**src/bar_map.svh**
```systemverilog
// Register offsets, field positions and fixed values of the bridge auxiliary register bank.
`ifndef BAR_MAP_SVH
`define BAR_MAP_SVH

// Byte offsets of the registers within the 4 KB register page.
`define BAR_OFF_HOST_ERR 12'h040
`define BAR_OFF_ERR_INFO 12'h044
`define BAR_OFF_PCI_ERR 12'h048
`define BAR_OFF_FBB 12'h05C
`define BAR_OFF_IO_WIN 12'h060
`define BAR_OFF_CFG_ADDR 12'h064
`define BAR_OFF_CFG_DATA 12'h068
`define BAR_OFF_PIO_DATA 12'h06C
`define BAR_OFF_PMEM_DATA 12'h070
`define BAR_OFF_FEATURE 12'h7B4
`define BAR_OFF_HOST_MASK 12'h800
`define BAR_OFF_PCI_MASK 12'h804
`define BAR_OFF_ARB_PRIO 12'h808
`define BAR_OFF_ARB_PERF 12'h80C
`define BAR_OFF_PCI_CTL 12'h810
`define BAR_OFF_PCI_STS 12'h814
`define BAR_OFF_MLT 12'h81C
`define BAR_OFF_FEAT_EN 12'h820
`define BAR_OFF_RD_HINT 12'h824
`define BAR_OFF_WR_HINT 12'h828
`define BAR_OFF_TLT 12'h830
`define BAR_OFF_MODE_CTL 12'h8F0
`define BAR_OFF_COMMAND 12'h8F4

// Fixed values, command codes and writable-bit masks.
`define BAR_FEATURE_VAL 32'h00000001
`define BAR_CMD_CLEAR 4'h3
`define BAR_CMD_RESET 4'h5
`define BAR_MODE_INCLUDE 2'h1
`define BAR_MODE_OFF 2'h0
`define BAR_WIN_LSB 23
`define BAR_WIN_MSB 27
`define BAR_WIN_WMASK 32'h7FFFFFFE
`define BAR_MLT_WMASK 8'hF8
`define BAR_TLT_WMASK 7'h7C
`define BAR_CTL_WMASK 7'h6F
`define BAR_CTL_SECRST 6
`define BAR_STS_FIXED 32'h00000120
`define BAR_STS_STICKY 8'h9F
`define BAR_ZERO32 32'h00000000

`endif

```
**src/bar_pkg.sv**
```systemverilog
// Types shared by the bridge auxiliary register bank.
package bar_pkg;

    // Phase of the bus slave.
    typedef enum logic {
        BAR_PH_IDLE,
        BAR_PH_DATA
    } bar_phase_e;

    // Register offset within the page.
    typedef logic [11:0] bar_off_t;

endpackage

```
**src/bar_regs.sv**
```systemverilog
// Bridge auxiliary register bank with AHB-Lite slave, error logs and I/O window forwarding.
`timescale 1ns/100ps
`default_nettype none
`include "bar_map.svh"

module bar_regs
    import bar_pkg::*;
(
    // Clock and reset.
    input wire logic clock,
    input wire logic rst,
    // AHB-Lite slave port.
    input wire logic hsel,
    input wire logic [31:0] haddr,
    input wire logic [1:0] htrans,
    input wire logic hwrite,
    input wire logic [2:0] hsize,
    input wire logic [31:0] hwdata,
    input wire logic hready,
    output logic hreadyout,
    output logic hresp,
    output logic [31:0] hrdata,
    // Host-bus error report from the host interface.
    input wire logic host_err_evt,
    input wire logic host_err_self,
    input wire logic [31:0] host_err_addr,
    // PCI error report from the PCI interface.
    input wire logic pci_err_evt,
    input wire logic pci_err_self,
    input wire logic [31:0] pci_err_addr,
    // PCI status events: DPD, -, -, STA, RTA, RMA, SSE, DPE.
    input wire logic [7:0] pci_sts_evt,
    // Processor I/O access to be checked for forwarding.
    input wire logic io_req_valid,
    input wire logic [31:0] io_req_addr,
    output logic io_fwd_valid,
    output logic io_fwd_pci,
    // Control values driven to the rest of the bridge.
    output logic host_fbb_en,
    output logic [31:0] host_req_mask,
    output logic [31:0] pci_req_mask,
    output logic [6:0] arb_priority,
    output logic [1:0] arb_perf,
    output logic [6:0] pci_ctl,
    output logic [7:0] master_latency,
    output logic target_latency_en,
    output logic [6:0] target_latency,
    output logic [31:0] cfg_addr,
    // Data port write strobes: bit 0 config, bit 1 I/O, bit 2 memory.
    output logic [2:0] port_wr,
    output logic [31:0] port_wdata
);

    ////////////////////////////////////////////////////////////////////////////
    // Functions.

    // Picks the 8 MB window index out of a processor I/O address.
    function automatic logic [4:0] win_idx(input logic [31:0] a);
        win_idx = a[`BAR_WIN_MSB:`BAR_WIN_LSB];
    endfunction

    ////////////////////////////////////////////////////////////////////////////
    // Declarations.

    bar_phase_e ph_r, ph_nxt; // Bus slave phase.
    bar_off_t addr_r; // Offset captured in the address phase.
    logic wr_r; // Captured direction of the transfer.
    logic hready_r; // Registered ready.
    logic [31:0] rdata_r; // Registered read data.
    logic [31:0] host_log_r; // Host-bus error address log.
    logic [31:0] pci_log_r; // PCI error address log.
    logic [3:0] info_r; // Error information bits.
    logic fbb_r; // Fast back-to-back enable.
    logic [31:0] win_r; // Window enables.
    logic [31:0] cfg_addr_r; // Indirect address port.
    logic [31:0] cfg_data_r; // Configuration data port.
    logic [31:0] pio_data_r; // I/O data port.
    logic [31:0] pmem_data_r; // Memory data port.
    logic [31:0] hmask_r; // Host request mask.
    logic [31:0] pmask_r; // PCI request mask.
    logic [6:0] prio_r; // Arbiter priority select.
    logic [1:0] perf_r; // Performance arbitration mode.
    logic [6:0] ctl_r; // PCI coarse control.
    logic [7:0] sts_r; // Sticky PCI status bits.
    logic [7:0] mlt_r; // Master latency count.
    logic [7:0] tlt_r; // Target latency enable and count.
    logic [31:0] feat_r; // Bridge feature enables.
    logic [31:0] rhint_r; // Read hints.
    logic [31:0] whint_r; // Write hints.
    logic [1:0] mode_r; // Forwarding mode.
    logic [2:0] port_wr_r; // Data port write strobes.
    logic [31:0] port_wdata_r; // Last data written to a data port.
    logic fwd_valid_r; // Forwarding decision valid.
    logic fwd_r; // Forwarding decision.

    ////////////////////////////////////////////////////////////////////////////
    // Bus decode.

    // An address phase is taken when the slave is selected, the transfer is NONSEQ or SEQ (htrans[1] set) and the bus is ready.
    wire take = hsel && htrans[1] && hready;
    // The write commits in the first data phase cycle while ready is held low.
    wire wr_go = (ph_r == BAR_PH_DATA) && wr_r && !hready_r;
    wire we_fbb = wr_go && (addr_r == `BAR_OFF_FBB);
    wire we_win = wr_go && (addr_r == `BAR_OFF_IO_WIN);
    wire we_caddr = wr_go && (addr_r == `BAR_OFF_CFG_ADDR);
    wire we_cdata = wr_go && (addr_r == `BAR_OFF_CFG_DATA);
    wire we_pio = wr_go && (addr_r == `BAR_OFF_PIO_DATA);
    wire we_pmem = wr_go && (addr_r == `BAR_OFF_PMEM_DATA);
    wire we_hmask = wr_go && (addr_r == `BAR_OFF_HOST_MASK);
    wire we_pmask = wr_go && (addr_r == `BAR_OFF_PCI_MASK);
    wire we_prio = wr_go && (addr_r == `BAR_OFF_ARB_PRIO);
    wire we_perf = wr_go && (addr_r == `BAR_OFF_ARB_PERF);
    wire we_ctl = wr_go && (addr_r == `BAR_OFF_PCI_CTL);
    wire we_sts = wr_go && (addr_r == `BAR_OFF_PCI_STS);
    wire we_mlt = wr_go && (addr_r == `BAR_OFF_MLT);
    wire we_feat = wr_go && (addr_r == `BAR_OFF_FEAT_EN);
    wire we_rhint = wr_go && (addr_r == `BAR_OFF_RD_HINT);
    wire we_whint = wr_go && (addr_r == `BAR_OFF_WR_HINT);
    wire we_tlt = wr_go && (addr_r == `BAR_OFF_TLT);
    wire we_mode = wr_go && (addr_r == `BAR_OFF_MODE_CTL);
    wire we_cmd = wr_go && (addr_r == `BAR_OFF_COMMAND);
    // Commands carried in the low nibble of a command register write.
    wire cmd_clear = we_cmd && (hwdata[3:0] == `BAR_CMD_CLEAR);
    wire cmd_reset = we_cmd && (hwdata[3:0] == `BAR_CMD_RESET);

    // Status word: fixed capability bits plus the sticky event bits.
    wire [31:0] sts_word = `BAR_STS_FIXED | {24'h000000, sts_r & `BAR_STS_STICKY};

    // Read selection; unmapped offsets and undefined bits read zero.
    wire [31:0] rd_mux =
        (addr_r == `BAR_OFF_HOST_ERR) ? host_log_r :
        (addr_r == `BAR_OFF_ERR_INFO) ? {28'h0000000, info_r} :
        (addr_r == `BAR_OFF_PCI_ERR) ? pci_log_r :
        (addr_r == `BAR_OFF_FBB) ? {31'h00000000, fbb_r} :
        (addr_r == `BAR_OFF_IO_WIN) ? (win_r & `BAR_WIN_WMASK) :
        (addr_r == `BAR_OFF_CFG_ADDR) ? cfg_addr_r :
        (addr_r == `BAR_OFF_CFG_DATA) ? cfg_data_r :
        (addr_r == `BAR_OFF_PIO_DATA) ? pio_data_r :
        (addr_r == `BAR_OFF_PMEM_DATA) ? pmem_data_r :
        (addr_r == `BAR_OFF_FEATURE) ? `BAR_FEATURE_VAL :
        (addr_r == `BAR_OFF_HOST_MASK) ? hmask_r :
        (addr_r == `BAR_OFF_PCI_MASK) ? pmask_r :
        (addr_r == `BAR_OFF_ARB_PRIO) ? {25'h0000000, prio_r} :
        (addr_r == `BAR_OFF_ARB_PERF) ? {30'h00000000, perf_r} :
        (addr_r == `BAR_OFF_PCI_CTL) ? {25'h0000000, ctl_r} :
        (addr_r == `BAR_OFF_PCI_STS) ? sts_word :
        (addr_r == `BAR_OFF_MLT) ? {24'h000000, mlt_r} :
        (addr_r == `BAR_OFF_FEAT_EN) ? feat_r :
        (addr_r == `BAR_OFF_RD_HINT) ? rhint_r :
        (addr_r == `BAR_OFF_WR_HINT) ? whint_r :
        (addr_r == `BAR_OFF_TLT) ? {24'h000000, tlt_r} :
        (addr_r == `BAR_OFF_MODE_CTL) ? {30'h00000000, mode_r} :
        `BAR_ZERO32;

    // Forwarding decision for the current processor I/O access.
    wire win_hit = win_r[win_idx(io_req_addr)] && (win_idx(io_req_addr) != 5'h00) && (win_idx(io_req_addr) != 5'h1F);
    wire fwd_nxt = io_req_valid && win_hit && (mode_r == `BAR_MODE_INCLUDE);

    ////////////////////////////////////////////////////////////////////////////
    // Bus slave.

    // Every transfer takes one wait state, so writes land before the next read is sampled.
    always_comb begin
        ph_nxt = ph_r;
        case (ph_r)
            BAR_PH_IDLE: begin
                if (take) begin
                    ph_nxt = BAR_PH_DATA;
                end
            end
            BAR_PH_DATA: begin
                // Leave when ready has been high for the closing edge, unless a new phase is taken.
                if (hready_r && !take) begin
                    ph_nxt = BAR_PH_IDLE;
                end
            end
            default: begin
                ph_nxt = BAR_PH_IDLE;
            end
        endcase
    end

    // Phase, captured address and direction.
    always_ff @(posedge clock or posedge rst) begin
        if (rst) begin
            ph_r <= BAR_PH_IDLE;
            addr_r <= 12'h000;
            wr_r <= 1'b0;
        end else begin
            ph_r <= ph_nxt;
            if (take) begin
                addr_r <= haddr[11:0];
                wr_r <= hwrite;
            end
        end
    end

    // Ready drops after each taken phase and returns one cycle later with read data.
    always_ff @(posedge clock or posedge rst) begin
        if (rst) begin
            hready_r <= 1'b1;
            rdata_r <= `BAR_ZERO32;
        end else begin
            hready_r <= !take;
            if ((ph_r == BAR_PH_DATA) && !hready_r && !wr_r) begin
                rdata_r <= rd_mux;
            end
        end
    end

    ////////////////////////////////////////////////////////////////////////////
    // Error logs.

    // Address logs load only from an error report, never from the bus.
    always_ff @(posedge clock or posedge rst) begin
        if (rst) begin
            host_log_r <= `BAR_ZERO32;
            pci_log_r <= `BAR_ZERO32;
        end else begin
            if (host_err_evt && host_err_self) begin
                host_log_r <= host_err_addr;
            end
            if (pci_err_evt && pci_err_self) begin
                pci_log_r <= pci_err_addr;
            end
        end
    end

    // Information flags; a report in the clear cycle wins over the clear.
    always_ff @(posedge clock or posedge rst) begin
        if (rst) begin
            info_r <= 4'h0;
        end else begin
            info_r[0] <= (host_err_evt && host_err_self) || (info_r[0] && !cmd_clear);
            info_r[1] <= (pci_err_evt && pci_err_self) || (info_r[1] && !cmd_clear);
            info_r[2] <= (host_err_evt && !host_err_self) || (info_r[2] && !cmd_clear);
            info_r[3] <= (pci_err_evt && !pci_err_self) || (info_r[3] && !cmd_clear);
        end
    end

    ////////////////////////////////////////////////////////////////////////////
    // Software control registers.

    // Plain read/write registers; hardwired bits are masked off on the way in.
    always_ff @(posedge clock or posedge rst) begin
        if (rst) begin
            fbb_r <= 1'b0;
            win_r <= `BAR_ZERO32;
            cfg_addr_r <= `BAR_ZERO32;
            cfg_data_r <= `BAR_ZERO32;
            pio_data_r <= `BAR_ZERO32;
            pmem_data_r <= `BAR_ZERO32;
            hmask_r <= `BAR_ZERO32;
            pmask_r <= `BAR_ZERO32;
            prio_r <= 7'h00;
            perf_r <= 2'h0;
            mlt_r <= 8'h00;
            tlt_r <= 8'h00;
            feat_r <= `BAR_ZERO32;
            rhint_r <= `BAR_ZERO32;
            whint_r <= `BAR_ZERO32;
        end else begin
            if (we_fbb) fbb_r <= hwdata[0];
            if (we_win) win_r <= hwdata & `BAR_WIN_WMASK;
            if (we_caddr) cfg_addr_r <= hwdata;
            if (we_cdata) cfg_data_r <= hwdata;
            if (we_pio) pio_data_r <= hwdata;
            if (we_pmem) pmem_data_r <= hwdata;
            if (we_hmask) hmask_r <= hwdata;
            if (we_pmask) pmask_r <= hwdata;
            if (we_prio) prio_r <= hwdata[6:0];
            if (we_perf) perf_r <= hwdata[1:0];
            if (we_mlt) mlt_r <= hwdata[7:0] & `BAR_MLT_WMASK;
            if (we_tlt) tlt_r <= {hwdata[7], hwdata[6:0] & `BAR_TLT_WMASK};
            if (we_feat) feat_r <= hwdata;
            if (we_rhint) rhint_r <= hwdata;
            if (we_whint) whint_r <= hwdata;
        end
    end

    // Mode and PCI control; a reset command turns forwarding off and clears the PCI secondary reset bit.
    always_ff @(posedge clock or posedge rst) begin
        if (rst) begin
            mode_r <= `BAR_MODE_OFF;
            ctl_r <= 7'h00;
        end else if (cmd_reset) begin
            mode_r <= `BAR_MODE_OFF;
            ctl_r[`BAR_CTL_SECRST] <= 1'b0;
        end else begin
            if (we_mode) mode_r <= hwdata[1:0];
            if (we_ctl) ctl_r <= hwdata[6:0] & `BAR_CTL_WMASK;
        end
    end

    // Sticky PCI status; a new event beats a clearing write or command.
    always_ff @(posedge clock or posedge rst) begin
        if (rst) begin
            sts_r <= 8'h00;
        end else begin
            sts_r <= (pci_sts_evt & `BAR_STS_STICKY) | (sts_r & {8{!(we_sts || cmd_clear)}});
        end
    end

    ////////////////////////////////////////////////////////////////////////////
    // Outputs.

    // Data port strobes, forwarding decision and fixed bus answers.
    always_ff @(posedge clock or posedge rst) begin
        if (rst) begin
            port_wr_r <= 3'h0;
            port_wdata_r <= `BAR_ZERO32;
            fwd_valid_r <= 1'b0;
            fwd_r <= 1'b0;
        end else begin
            port_wr_r <= {we_pmem, we_pio, we_cdata};
            if (we_cdata || we_pio || we_pmem) port_wdata_r <= hwdata;
            fwd_valid_r <= io_req_valid;
            fwd_r <= fwd_nxt;
        end
    end

    assign hreadyout = hready_r;
    assign hresp = 1'b0;
    assign hrdata = rdata_r;
    assign io_fwd_valid = fwd_valid_r;
    assign io_fwd_pci = fwd_r;
    assign host_fbb_en = fbb_r;
    assign host_req_mask = hmask_r;
    assign pci_req_mask = pmask_r;
    assign arb_priority = prio_r;
    assign arb_perf = perf_r;
    assign pci_ctl = ctl_r;
    assign master_latency = mlt_r;
    assign target_latency_en = tlt_r[7];
    assign target_latency = tlt_r[6:0];
    assign cfg_addr = cfg_addr_r;
    assign port_wr = port_wr_r;
    assign port_wdata = port_wdata_r;
endmodule

`default_nettype wire

```
**config.mk**
```make
export PLATFORM = sky130hd
export DESIGN_NAME = bar_regs
export DESIGN_NICKNAME = d
export VERILOG_FILES = /design/src/bar_pkg.sv /design/src/bar_regs.sv
export VERILOG_INCLUDE_DIRS = /design/src
export SDC_FILE = /design/constraint.sdc
export NUM_CORES = 1
export LEC_CHECK = 0
export ABC_AREA = 0
export ABC_CLOCK_PERIOD_IN_PS = 30800
export BUFFER_PORTS_ARGS = -buffer_cell sky130_fd_sc_hd__buf_2
export CORE_UTILIZATION = 50
export CTS_BUF_LIST = sky130_fd_sc_hd__clkbuf_2
export DETAILED_ROUTE_END_ITERATION = 6
export MAX_ROUTING_LAYER = met4
export PLACE_DENSITY = 0.78
export SETUP_SLACK_MARGIN = 0.1
export SLEW_MARGIN = 20
export SYNTH_ARGS = -nofsm -noshare
export SYNTH_HDL_FRONTEND = slang
export SYNTH_SLANG_ARGS = --single-unit
```
**constraint.sdc**
```tcl
create_clock -name clock -period 30.8 [get_ports clock]
set_input_delay 9.24 -clock clock [delete_from_list [all_inputs] [get_ports clock]]
set_output_delay 9.24 -clock clock [all_outputs]
set_load 0.005 [all_outputs]
```
# Word-level counts from Yosys, hierarchy flattened
# Cells that the tools add are included.
word_totals:
  ff_bits: 507
  in_bits: 183
  out_inout_bits: 200
  wordCells: 152
op_classes:
  magnitude_cmp: 1
  n_eq_ne: 27
  mux: 31
  bitwise_logic: 4
  reduce_logical: 58
ops:
  columns: ["operator", "count"]
  rows:
  - ["$mux 32", 20]
  - ["$eq 12x12->1 const B", 13]
  - ["$eq 12x7->1 const B", 9]
  - ["$logic_and 1x1->1", 40]
  - ["$eq 12x11->1 const B", 1]
  - ["$and 8x8->8", 1]
  - ["$mux 8", 1]
  - ["$or 8x8->8", 1]
  - ["$logic_not 1->1", 7]
  - ["$logic_or 1x1->1", 7]
  - ["$mux 7", 1]
  - ["$lt 5x6->1 const B", 1]
  - ["$mux 2", 3]
  - ["$bmux 1 s5", 1]
  - ["$ne 5x5->1 const B", 1]
  - ["$reduce_bool 5->1", 1]
  - ["$eq 4x2->1 const B", 1]
  - ["$eq 4x3->1 const B", 1]
  - ["$mux 1", 4]
  - ["$reduce_bool 2->1", 2]
  - ["$eq 2x1->1 const B", 1]
  - ["$not 1->1", 2]
  - ["$pmux 1 s2", 1]
  - ["$reduce_and 2->1", 1]

# Longest topological paths before layout
# Gate-level depths: netlist (run 1).
logic_depth:
  ltp_word: 23
  depth_mapped: 10
  ltp_nobuf: 6

# Worst setup path after synthesis (run 1)
# Ideal clock, no wire load.
synth_path:
  path_kind: "input port to flip-flop"
  start: "in io_req_addr[23]"
  end: "reg fwd_r (netlist: io_fwd_pci)"
  setup_ps: 121
  arrival_ps: 10823
  required_time_ps: 30679
  setup_slack_ps: 19856
  path_stages: 5
  n_path_buf: 1
  cell_sequence: "clkbuf_1 mux4_2 mux4_2 mux2i_1 nor3_1"
synth_via:
  elab_chain_len: 6
  elab_cells_between_ends: 8
  classes_between: "1 x eq/ne; 2 x mux; 5 x reduce/logical"
synth_lines:
  columns: ["item", "line_no", "text"]
  rows:
  - ["start: declaration", "bar_regs.sv:35", "input wire logic [31:0] io_req_addr,"]
  - ["$bmux 1 s5", "bar_regs.sv:156", "wire win_hit = win_r[win_idx(io_req_addr)] && (win_idx(io_req_addr) != 5'h00) && (win_idx(io_req_addr) != 5'h1 ..."]
  - ["$mux 1 (implied by the code)", "bar_regs.sv:156", null]
  - ["$logic_and 1x1->1", "bar_regs.sv:156", null]
  - ["$logic_and 1x1->1 (*)", "bar_regs.sv:156", null]
  - ["$logic_and 1x1->1 (*) (2 in series)", "bar_regs.sv:157", "wire fwd_nxt = io_req_valid && win_hit && (mode_r == `BAR_MODE_INCLUDE);"]
  - ["via fwd_nxt", "bar_regs.sv:157", null]
  - ["end signal: assignment", "bar_regs.sv:318", "fwd_r <= fwd_nxt;"]
  - ["end: declaration", "bar_regs.sv:94", "logic fwd_r;"]
# The timed path passes the listed nets; every way through them passes the cells marked *. The select of a mux whose other input is x is not followed.
# A chain may end at the register's enable or synchronous reset.

# Worst setup path in the final report (run 1)
layout_path:
  start: "reg cfg_addr_r[6] (netlist: cfg_addr[6])"
  end: "out cfg_addr[6]"
layout_lines:
  columns: ["item", "line_no", "text"]
  rows:
  - ["start: declaration", "bar_regs.sv:75", "logic [31:0] cfg_addr_r;"]
  - ["start signal: assignment", "bar_regs.sv:249", "cfg_addr_r <= `BAR_ZERO32;"]
  - ["start signal: assignment", "bar_regs.sv:265", "if (we_caddr) cfg_addr_r <= hwdata;"]
  - ["end: declaration", "bar_regs.sv:48", "output logic [31:0] cfg_addr,"]
# No word-level cell between the ends.

==> results of run 1 <==
## power by group
part / internal, mW / switching, mW
clock network: 0.196 / 0.290
registers: 0.695 / 0.0307
logic: 0.0812 / 0.136
total: 0.973 / 0.456
## cell type report
type	instances	area, sq um	area share (%)
Sequential cell	505	12600	47.2
Timing Repair Buffer	359	1900	7.10
Antenna cell	5	12.5	0.0467
Inverter	11	48.8	0.182
Tap cell	607	759	2.84
Clock inverter	43	293	1.09
Multi-Input combinational cell	1184	10200	38.0
Clock buffer	185	926	3.46
## kinds of logic (layout without fill, tap and decap cells)
| logic type | count (synthesis) | in the layout | synth area share [%] |
|---|---|---|---|
| muxes | 533 | 533 | 26.2 |
| DFF | 505 | 505 | 53.8 |
| AOI/OAI and AO/OA | 367 | 367 | 10.7 |
| and+or+nand+nor | 275 | 275 | 5.87 |
| buffers and inverters | 179 | 598 | 3.37 |
| xor gates and xnor gates | 2 | 2 | 0.0745 |
| other | 1 | 12 | 0.0160 |
## layer usage
| metal | routed length, microns | global-route usage, % | vias up |
|---|---|---|---|
| li1 | - | - | 7642 |
| met1 | 31000 | 41.5 | 9396 |
| met2 | 37300 | 52.6 | 932 |
| met3 | 6470 | 8.77 | 192 |
| met4 | 3120 | 15.4 | 0 |
| met5 | 0 | - | - |
## through the flow
step / worst slack, ps / cell area (sq um) / power [mW]
finish: 19520 / 26800 / 1.43
global route: 19430 / 26800 / 1.49
global placement: 18900 / 25500 / 0.944
CTS: 19430 / 26800 / 1.43
floorplan: 7460 / 23500 / 0.861
detailed placement: 18840 / 25500 / 0.950
## worst reg2reg max path, delay by kind of cell (launching register included)
kind	cells	cell delay, ps
simple gates	3	1800
flops	1	900
buf+inv	1	820
compound gates	2	590
## cells in the mapped netlist, types with 5 or more instances
cell	count	area share, %
a221o_1	5	0.21
mux2i_1	30	1.3
mux2_1	10	0.48
nand4_1	7	0.19
nand2_1	84	1.3
o22ai_1	33	0.88
nor2b_1	5	0.13
dfrtp_1	504	54
o21ai_0	91	1.9
o2bb2ai_1	21	0.78
a211oi_1	5	0.16
a32oi_1	6	0.22
a22oi_1	31	0.99
o211ai_1	7	0.22
nor3_1	19	0.40
o21a_1	5	0.16
mux4_2	8	0.77
nor4_1	6	0.16
mux2_2	457	22
buf_4	16	0.51
mux2_4	28	1.8
nor2_1	75	1.2
or3_1	5	0.13
and3_1	5	0.13
inv_1	10	0.16
nand2b_1	15	0.40
a221oi_1	28	1.0
buf_1	20	0.32
buf_2	30	0.64
a222oi_1	22	0.94
clkbuf_1	99	1.6
nand3_1	21	0.45
a31oi_1	6	0.16
a21o_1	6	0.19
a21oi_1	58	1.2
## flip-flops by register name, summed over array words and instances, names as in the netlist, 3 cells and up
signal,cells
addr_r,12
arb_priority,7
cfg_addr,32
cfg_data_r,32
feat_r,32
host_log_r,32
host_req_mask,32
hrdata,32
info_r,4
master_latency,5
pci_ctl,6
pci_log_r,32
pci_req_mask,32
pio_data_r,32
pmem_data_r,32
port_wdata,32
port_wr,3
rhint_r,32
sts_r,6
tlt_r,6
whint_r,32
win_r,30
## worst paths after layout
| path | from | endpoint | slack, ps | cells past startpoint |
|---|---|---|---|---|
| max | cfg_addr[6] | cfg_addr[6] | 19520 | 1 |
| max reg2reg | addr_r[2] | sts_r[1] | 26550 | 6 |
| min reg2reg | port_wdata[1] | port_wdata[1] | 490 | 2 |
| min in group asynchronous | rst | pio_data_r[5] | 8000 | 2 |
| max in group asynchronous | rst | port_wdata[14] | 20310 | 4 |
| min | port_wdata[1] | port_wdata[1] | 490 | 2 |
==> results.toml, run 1 <==
[layout]
nFillCells = 3883
fin_nets = 2380
drive_gt1_share_pct = 47.8
fin_util_pct = 57.6
syn_to_final_growth_pct = 13.9
final_common_cell = "dfrtp_1"
final_cells = 2899
final_cell_mix = "dfrtp_1, mux2_2, buf_2"

[detailed_routing]
drt_iter0_markers = 1478
drt_wl_total_microns = 77900
drt_first_pass_iters = 6
antenna_left = 0
wire_per_inst_microns = 26.9
drc = 0
vias = 18200
viasPerCell = 6.26

[sta]
tns_ps = 0
post-route-min-period_ps = 11280
drv_slew = 0
final_hold_viol_count = 0
slew_headroom_pct = 19.4
clock.fmax_mhz = 88.6
grt_setup_unrepaired = "false"
finalSetupViolCount = 0
fin_skew_ps = 90.9
fin_crit_sh_pct = 36.6
worst_pin_slew_ps = 1210
hold_ws_ps = 489

[critical_path]
worstPathArrival_ps = 2040
start_kind = "flip-flop"
crit_family = "flip-flops"
path_cells = "buf_2"
path_class = "flip-flop to output port"
crit_path_end_kind = "output port"
cp_num_buf_inv = 1
worstPathRequired_ps = 21560
crit_slowest_cell = "dfrtp_1"
cp_slowest_stage_delay_ps = 520
cp_max_fo = 3

[flow_run]
maxCapViolations = 0

[cts]
clockBufferDepth = 3
cts_sinks = 505
holdBufCountCts = 0
path_clk_slew_ps = 110
cts_tree = "done"
cts_made_buffers = 136
cts_root_buf = "clkbuf_2"
post_cts_buffers = 0
ctsHtreeMaxLevel = 4
cts_resized = 0
clock_latency_ps = 1390

[global_routing]
antenna_found_initial = 3
grt_max_degree = 183
grt_pass1_vias = 18600
globalRouteTotalUtil_pct = 33.8
grt_pass1_wl_microns = 115000
gr-total-overflow = 0

[power]
power_leakage_nw = 12.5
ir_worst_vdd_mv = 0.0425
powerDensity_nw_per_um2 = 53.4

[floorplanning]
pin_count = 383
die_w_microns = 219
start_util_pct = 50.6
core_area_sq_um = 46500
die_h_microns = 219
die_area_sq_um = 47900
num_rows = 79

[logic_synthesis]
synth-main-ff-cell = "dfrtp_1"
syn_area_per_cell_sq_um = 12.6
yosys_warnings = 0
seq_area_frac_synth_pct = 53.8
synth_area_sq_um = 23500
synthCells = 1862
synth_cell_type_count = 82
synth_async_sr_flop_share_pct = 100
synth_seq_cells = 505
synth-edff-count = 0

[status]
outcome = "complete, no violations"

[placement]
port_buffers = 322
gp_congestion = 0.951
dp.cells = 2666
place_hpwl_microns = 49800

[worst_hold_path]
hold_path_class = "flip-flop to flip-flop"
(Power assumes the default switching activity.)
==> run 2, diff against run 1 <==
--- a/config.mk
+++ b/config.mk
@@ -6,14 +6,14 @@
 export SDC_FILE = /design/constraint.sdc
 export NUM_CORES = 1
 export LEC_CHECK = 0
-export ABC_AREA = 0
-export ABC_CLOCK_PERIOD_IN_PS = 30800
+export ABC_AREA = 1
+export ABC_CLOCK_PERIOD_IN_PS = 9600
 export BUFFER_PORTS_ARGS = -buffer_cell sky130_fd_sc_hd__buf_2
 export CORE_UTILIZATION = 50
 export CTS_BUF_LIST = sky130_fd_sc_hd__clkbuf_2
 export DETAILED_ROUTE_END_ITERATION = 6
 export MAX_ROUTING_LAYER = met4
-export PLACE_DENSITY = 0.78
+export PLACE_DENSITY = 0.81
 export SETUP_SLACK_MARGIN = 0.1
 export SLEW_MARGIN = 20
 export SYNTH_ARGS = -nofsm -noshare
==> constraint.sdc (replaced) <==
create_clock -name clock -period 9.6 [get_ports clock]
set_input_delay 2.88 -clock clock [delete_from_list [all_inputs] [get_ports clock]]
set_output_delay 2.88 -clock clock [all_outputs]
set_load 0.005 [all_outputs]
==> results.toml, run 2 <==
[status]
outcome = "complete, no violations"

[critical_path]
cp_num_buf_inv = 1
path_cells = "buf_2"
worstPathRequired_ps = 6720
crit_family = "flip-flops"
reg2reg_depth = 16
r2r_start = "addr_r[1]"
crit_path_end_kind = "output port"
cp_max_fo = 2
worstPathArrival_ps = 1900
cp_slowest_stage_delay_ps = 540
start_kind = "flip-flop"
r2r_end = "hrdata[1]"
r2r_setup_slack_ps = 5690
crit_slowest_cell = "dfstp_2"
path_class = "flip-flop to output port"

[detailed_routing]
drt_first_pass_iters = 6
antenna_left = 0
wire_per_inst_microns = 19.1
vias = 20100
drt_wl_total_microns = 69200
drt_iter0_markers = 2235
drc = 0
viasPerCell = 5.55

[logic_synthesis]
yosys_warnings = 0
syn_area_per_cell_sq_um = 8.62
yosys-top-cells-count = "nand2_1, dfrtp_1, o21ai_0, inv_1, clkbuf_1"
synth-main-ff-cell = "dfrtp_1"
synth_area_sq_um = 22400
synthCells = 2604
synth_cell_type_count = 45
synth_seq_cells = 505
netlist_top_cells_area = "dfrtp_1, nand2_1, o21ai_0"
synth-edff-count = 0
synth_async_sr_flop_share_pct = 100
seq_area_frac_synth_pct = 56.3
synth.most_common_cell = "nand2_1"
synth_top_area_share_pct = 56.2
yosysTopAreaCell = "dfrtp_1"

[sta]
finalSetupViolCount = 0
final_hold_viol_count = 0
drv_slew = 0
fin_skew_ps = 85.9
slew_headroom_pct = 23.7
clock.fmax_mhz = 209
grt_setup_unrepaired = "false"
layout_setup_ws_ps = 4820
fin_crit_sh_pct = 49.8
post-route-min-period_ps = 4780
worst_pin_slew_ps = 1140

[placement]
gp_congestion = 0.951
place_ws_ps = 4810
port_buffers = 322
dpl-instance-area_sq_um = 24300
place_hpwl_microns = 47000

[cts]
cts_resized = 0
post_cts_buffers = 0
cts_root_buf = "clkbuf_2"
holdBufCountCts = 0
path_clk_slew_ps = 100
clock_latency_ps = 1320
cts_sinks = 505
cts_tree = "done"
cts_made_buffers = 131
ctsHtreeMaxLevel = 4
clockBufferDepth = 3

[power]
power_leakage_nw = 13.5
swShare_pct = 27.5
power.share.clock_pct = 38.2
p_comb_share_pct = 7.5
pwr-share-seq_pct = 54.4
p_int_mw = 2.99
ir_worst_vdd_mv = 0.0994
p_sw_mw = 1.14
powerDensity_nw_per_um2 = 161

[layout]
fin_nets = 3115
final_common_cell = "nand2_1"
drive_gt1_share_pct = 21.5
fin_area_sq_um = 25600
final_cell_mix = "nand2_1, dfrtp_1, o21ai_0"
syn_to_final_growth_pct = 14.1

[floorplanning]
die_area_sq_um = 45700
die_w_microns = 214
die_h_microns = 214
core_area_sq_um = 44200
start_util_pct = 50.8
pin_count = 383
num_rows = 77

[global_routing]
gr-total-overflow = 0
grt_max_degree = 182
grt_pass1_vias = 18900
antenna_found_initial = 9
grt_pass1_wl_microns = 105000
globalRouteTotalUtil_pct = 31.4

[worst_hold_path]
whs_endpoint = "info_r[0]"
min-delay-start = "info_r[0]"
min_path_cells = 2
hold_path_class = "flip-flop to flip-flop"

[flow_run]
maxCapViolations = 0
## run 2: cell types whose count changed after synthesis, sizes merged, moves of 22 or more
cell	before	now
o22ai	33	58
nor2	79	130
a221oi	28	1
a21oi	58	91
buf	69	37
a222oi	22	0
nand3	23	92
a22oi	31	0
mux2	495	38
nand2	85	749
o21ai	95	467
mux2i	30	0
inv	10	217
## run 2: cells by family (layout without fill, tap and decap cells)
kind of cell | count (synthesis) | count (layout) | share of synthesized area [%]
compound gates | 683 | 683 | 16.5
buf+inv | 365 | 777 | 6.64
flops | 505 | 505 | 56.3
mux | 38 | 38 | 1.91
other cells | 1 | 16 | 0.0167
simple gates | 1012 | 1012 | 18.7
## run 2: power groups by stage
stage | Combinational [mW] | Clock (mW) | Sequential (mW)
2_1_floorplan | 0.177 | 0 | 2.28
3_3_place_gp | 0.299 | 0 | 2.28
3_5_place_dp | 0.307 | 0 | 2.29
4_1_cts | 0.309 | 1.61 | 2.24
5_1_grt | 0.341 | 1.73 | 2.25
6_report | 0.308 | 1.58 | 2.24
## run 2: per-stage QoR
stage | TNS [ps] | hold WS, ps | utilization, % | total power, mW | std cells
after CTS | 0 | 489 | 57.8 | 4.16 | 3614
after global routing | 0 | 506 | 57.9 | 4.33 | 3623
after detailed placement | 0 | 467 | 55.0 | 2.59 | 3391
final | 0 | 483 | 57.9 | 4.13 | 3623
after global placement | 0 | 458 | 55.0 | 2.58 | 3391
after floorplan | -67330 | 442 | - | 2.46 | 2610
## run 2: cell type report
cell class,count,area (sq um)
clock inverters,34,298
multi-input cells,1740,8380
inverters,217,821
clock buffers,189,946
well taps,592,741
flip-flops and latches,505,12600
repair buffers,337,1750
diodes,9,22.5
fillers,3971,18600
## run 2: layer usage
layer | vias to the layer above | global-route usage [%] | share of wire (%)
met5 | - | - | 0
li1 | 9307 | - | -
met4 | 0 | 14.1 | 3.7
met1 | 9634 | 38.8 | 40
met3 | 147 | 7.34 | 8.2
met2 | 1002 | 49.2 | 49
## run 2: worst max path at each step
stage | depth (start not counted) | from | end
detailed placement | 5 | hwdata[2] | sts_r[4]
global route | 1 | cfg_addr[18] | cfg_addr[18]
floorplan | 1 | rst | addr_r[0]
CTS | 1 | hreadyout | hreadyout
global placement | 5 | hwdata[2] | sts_r[4]
finish | 1 | hreadyout | hreadyout
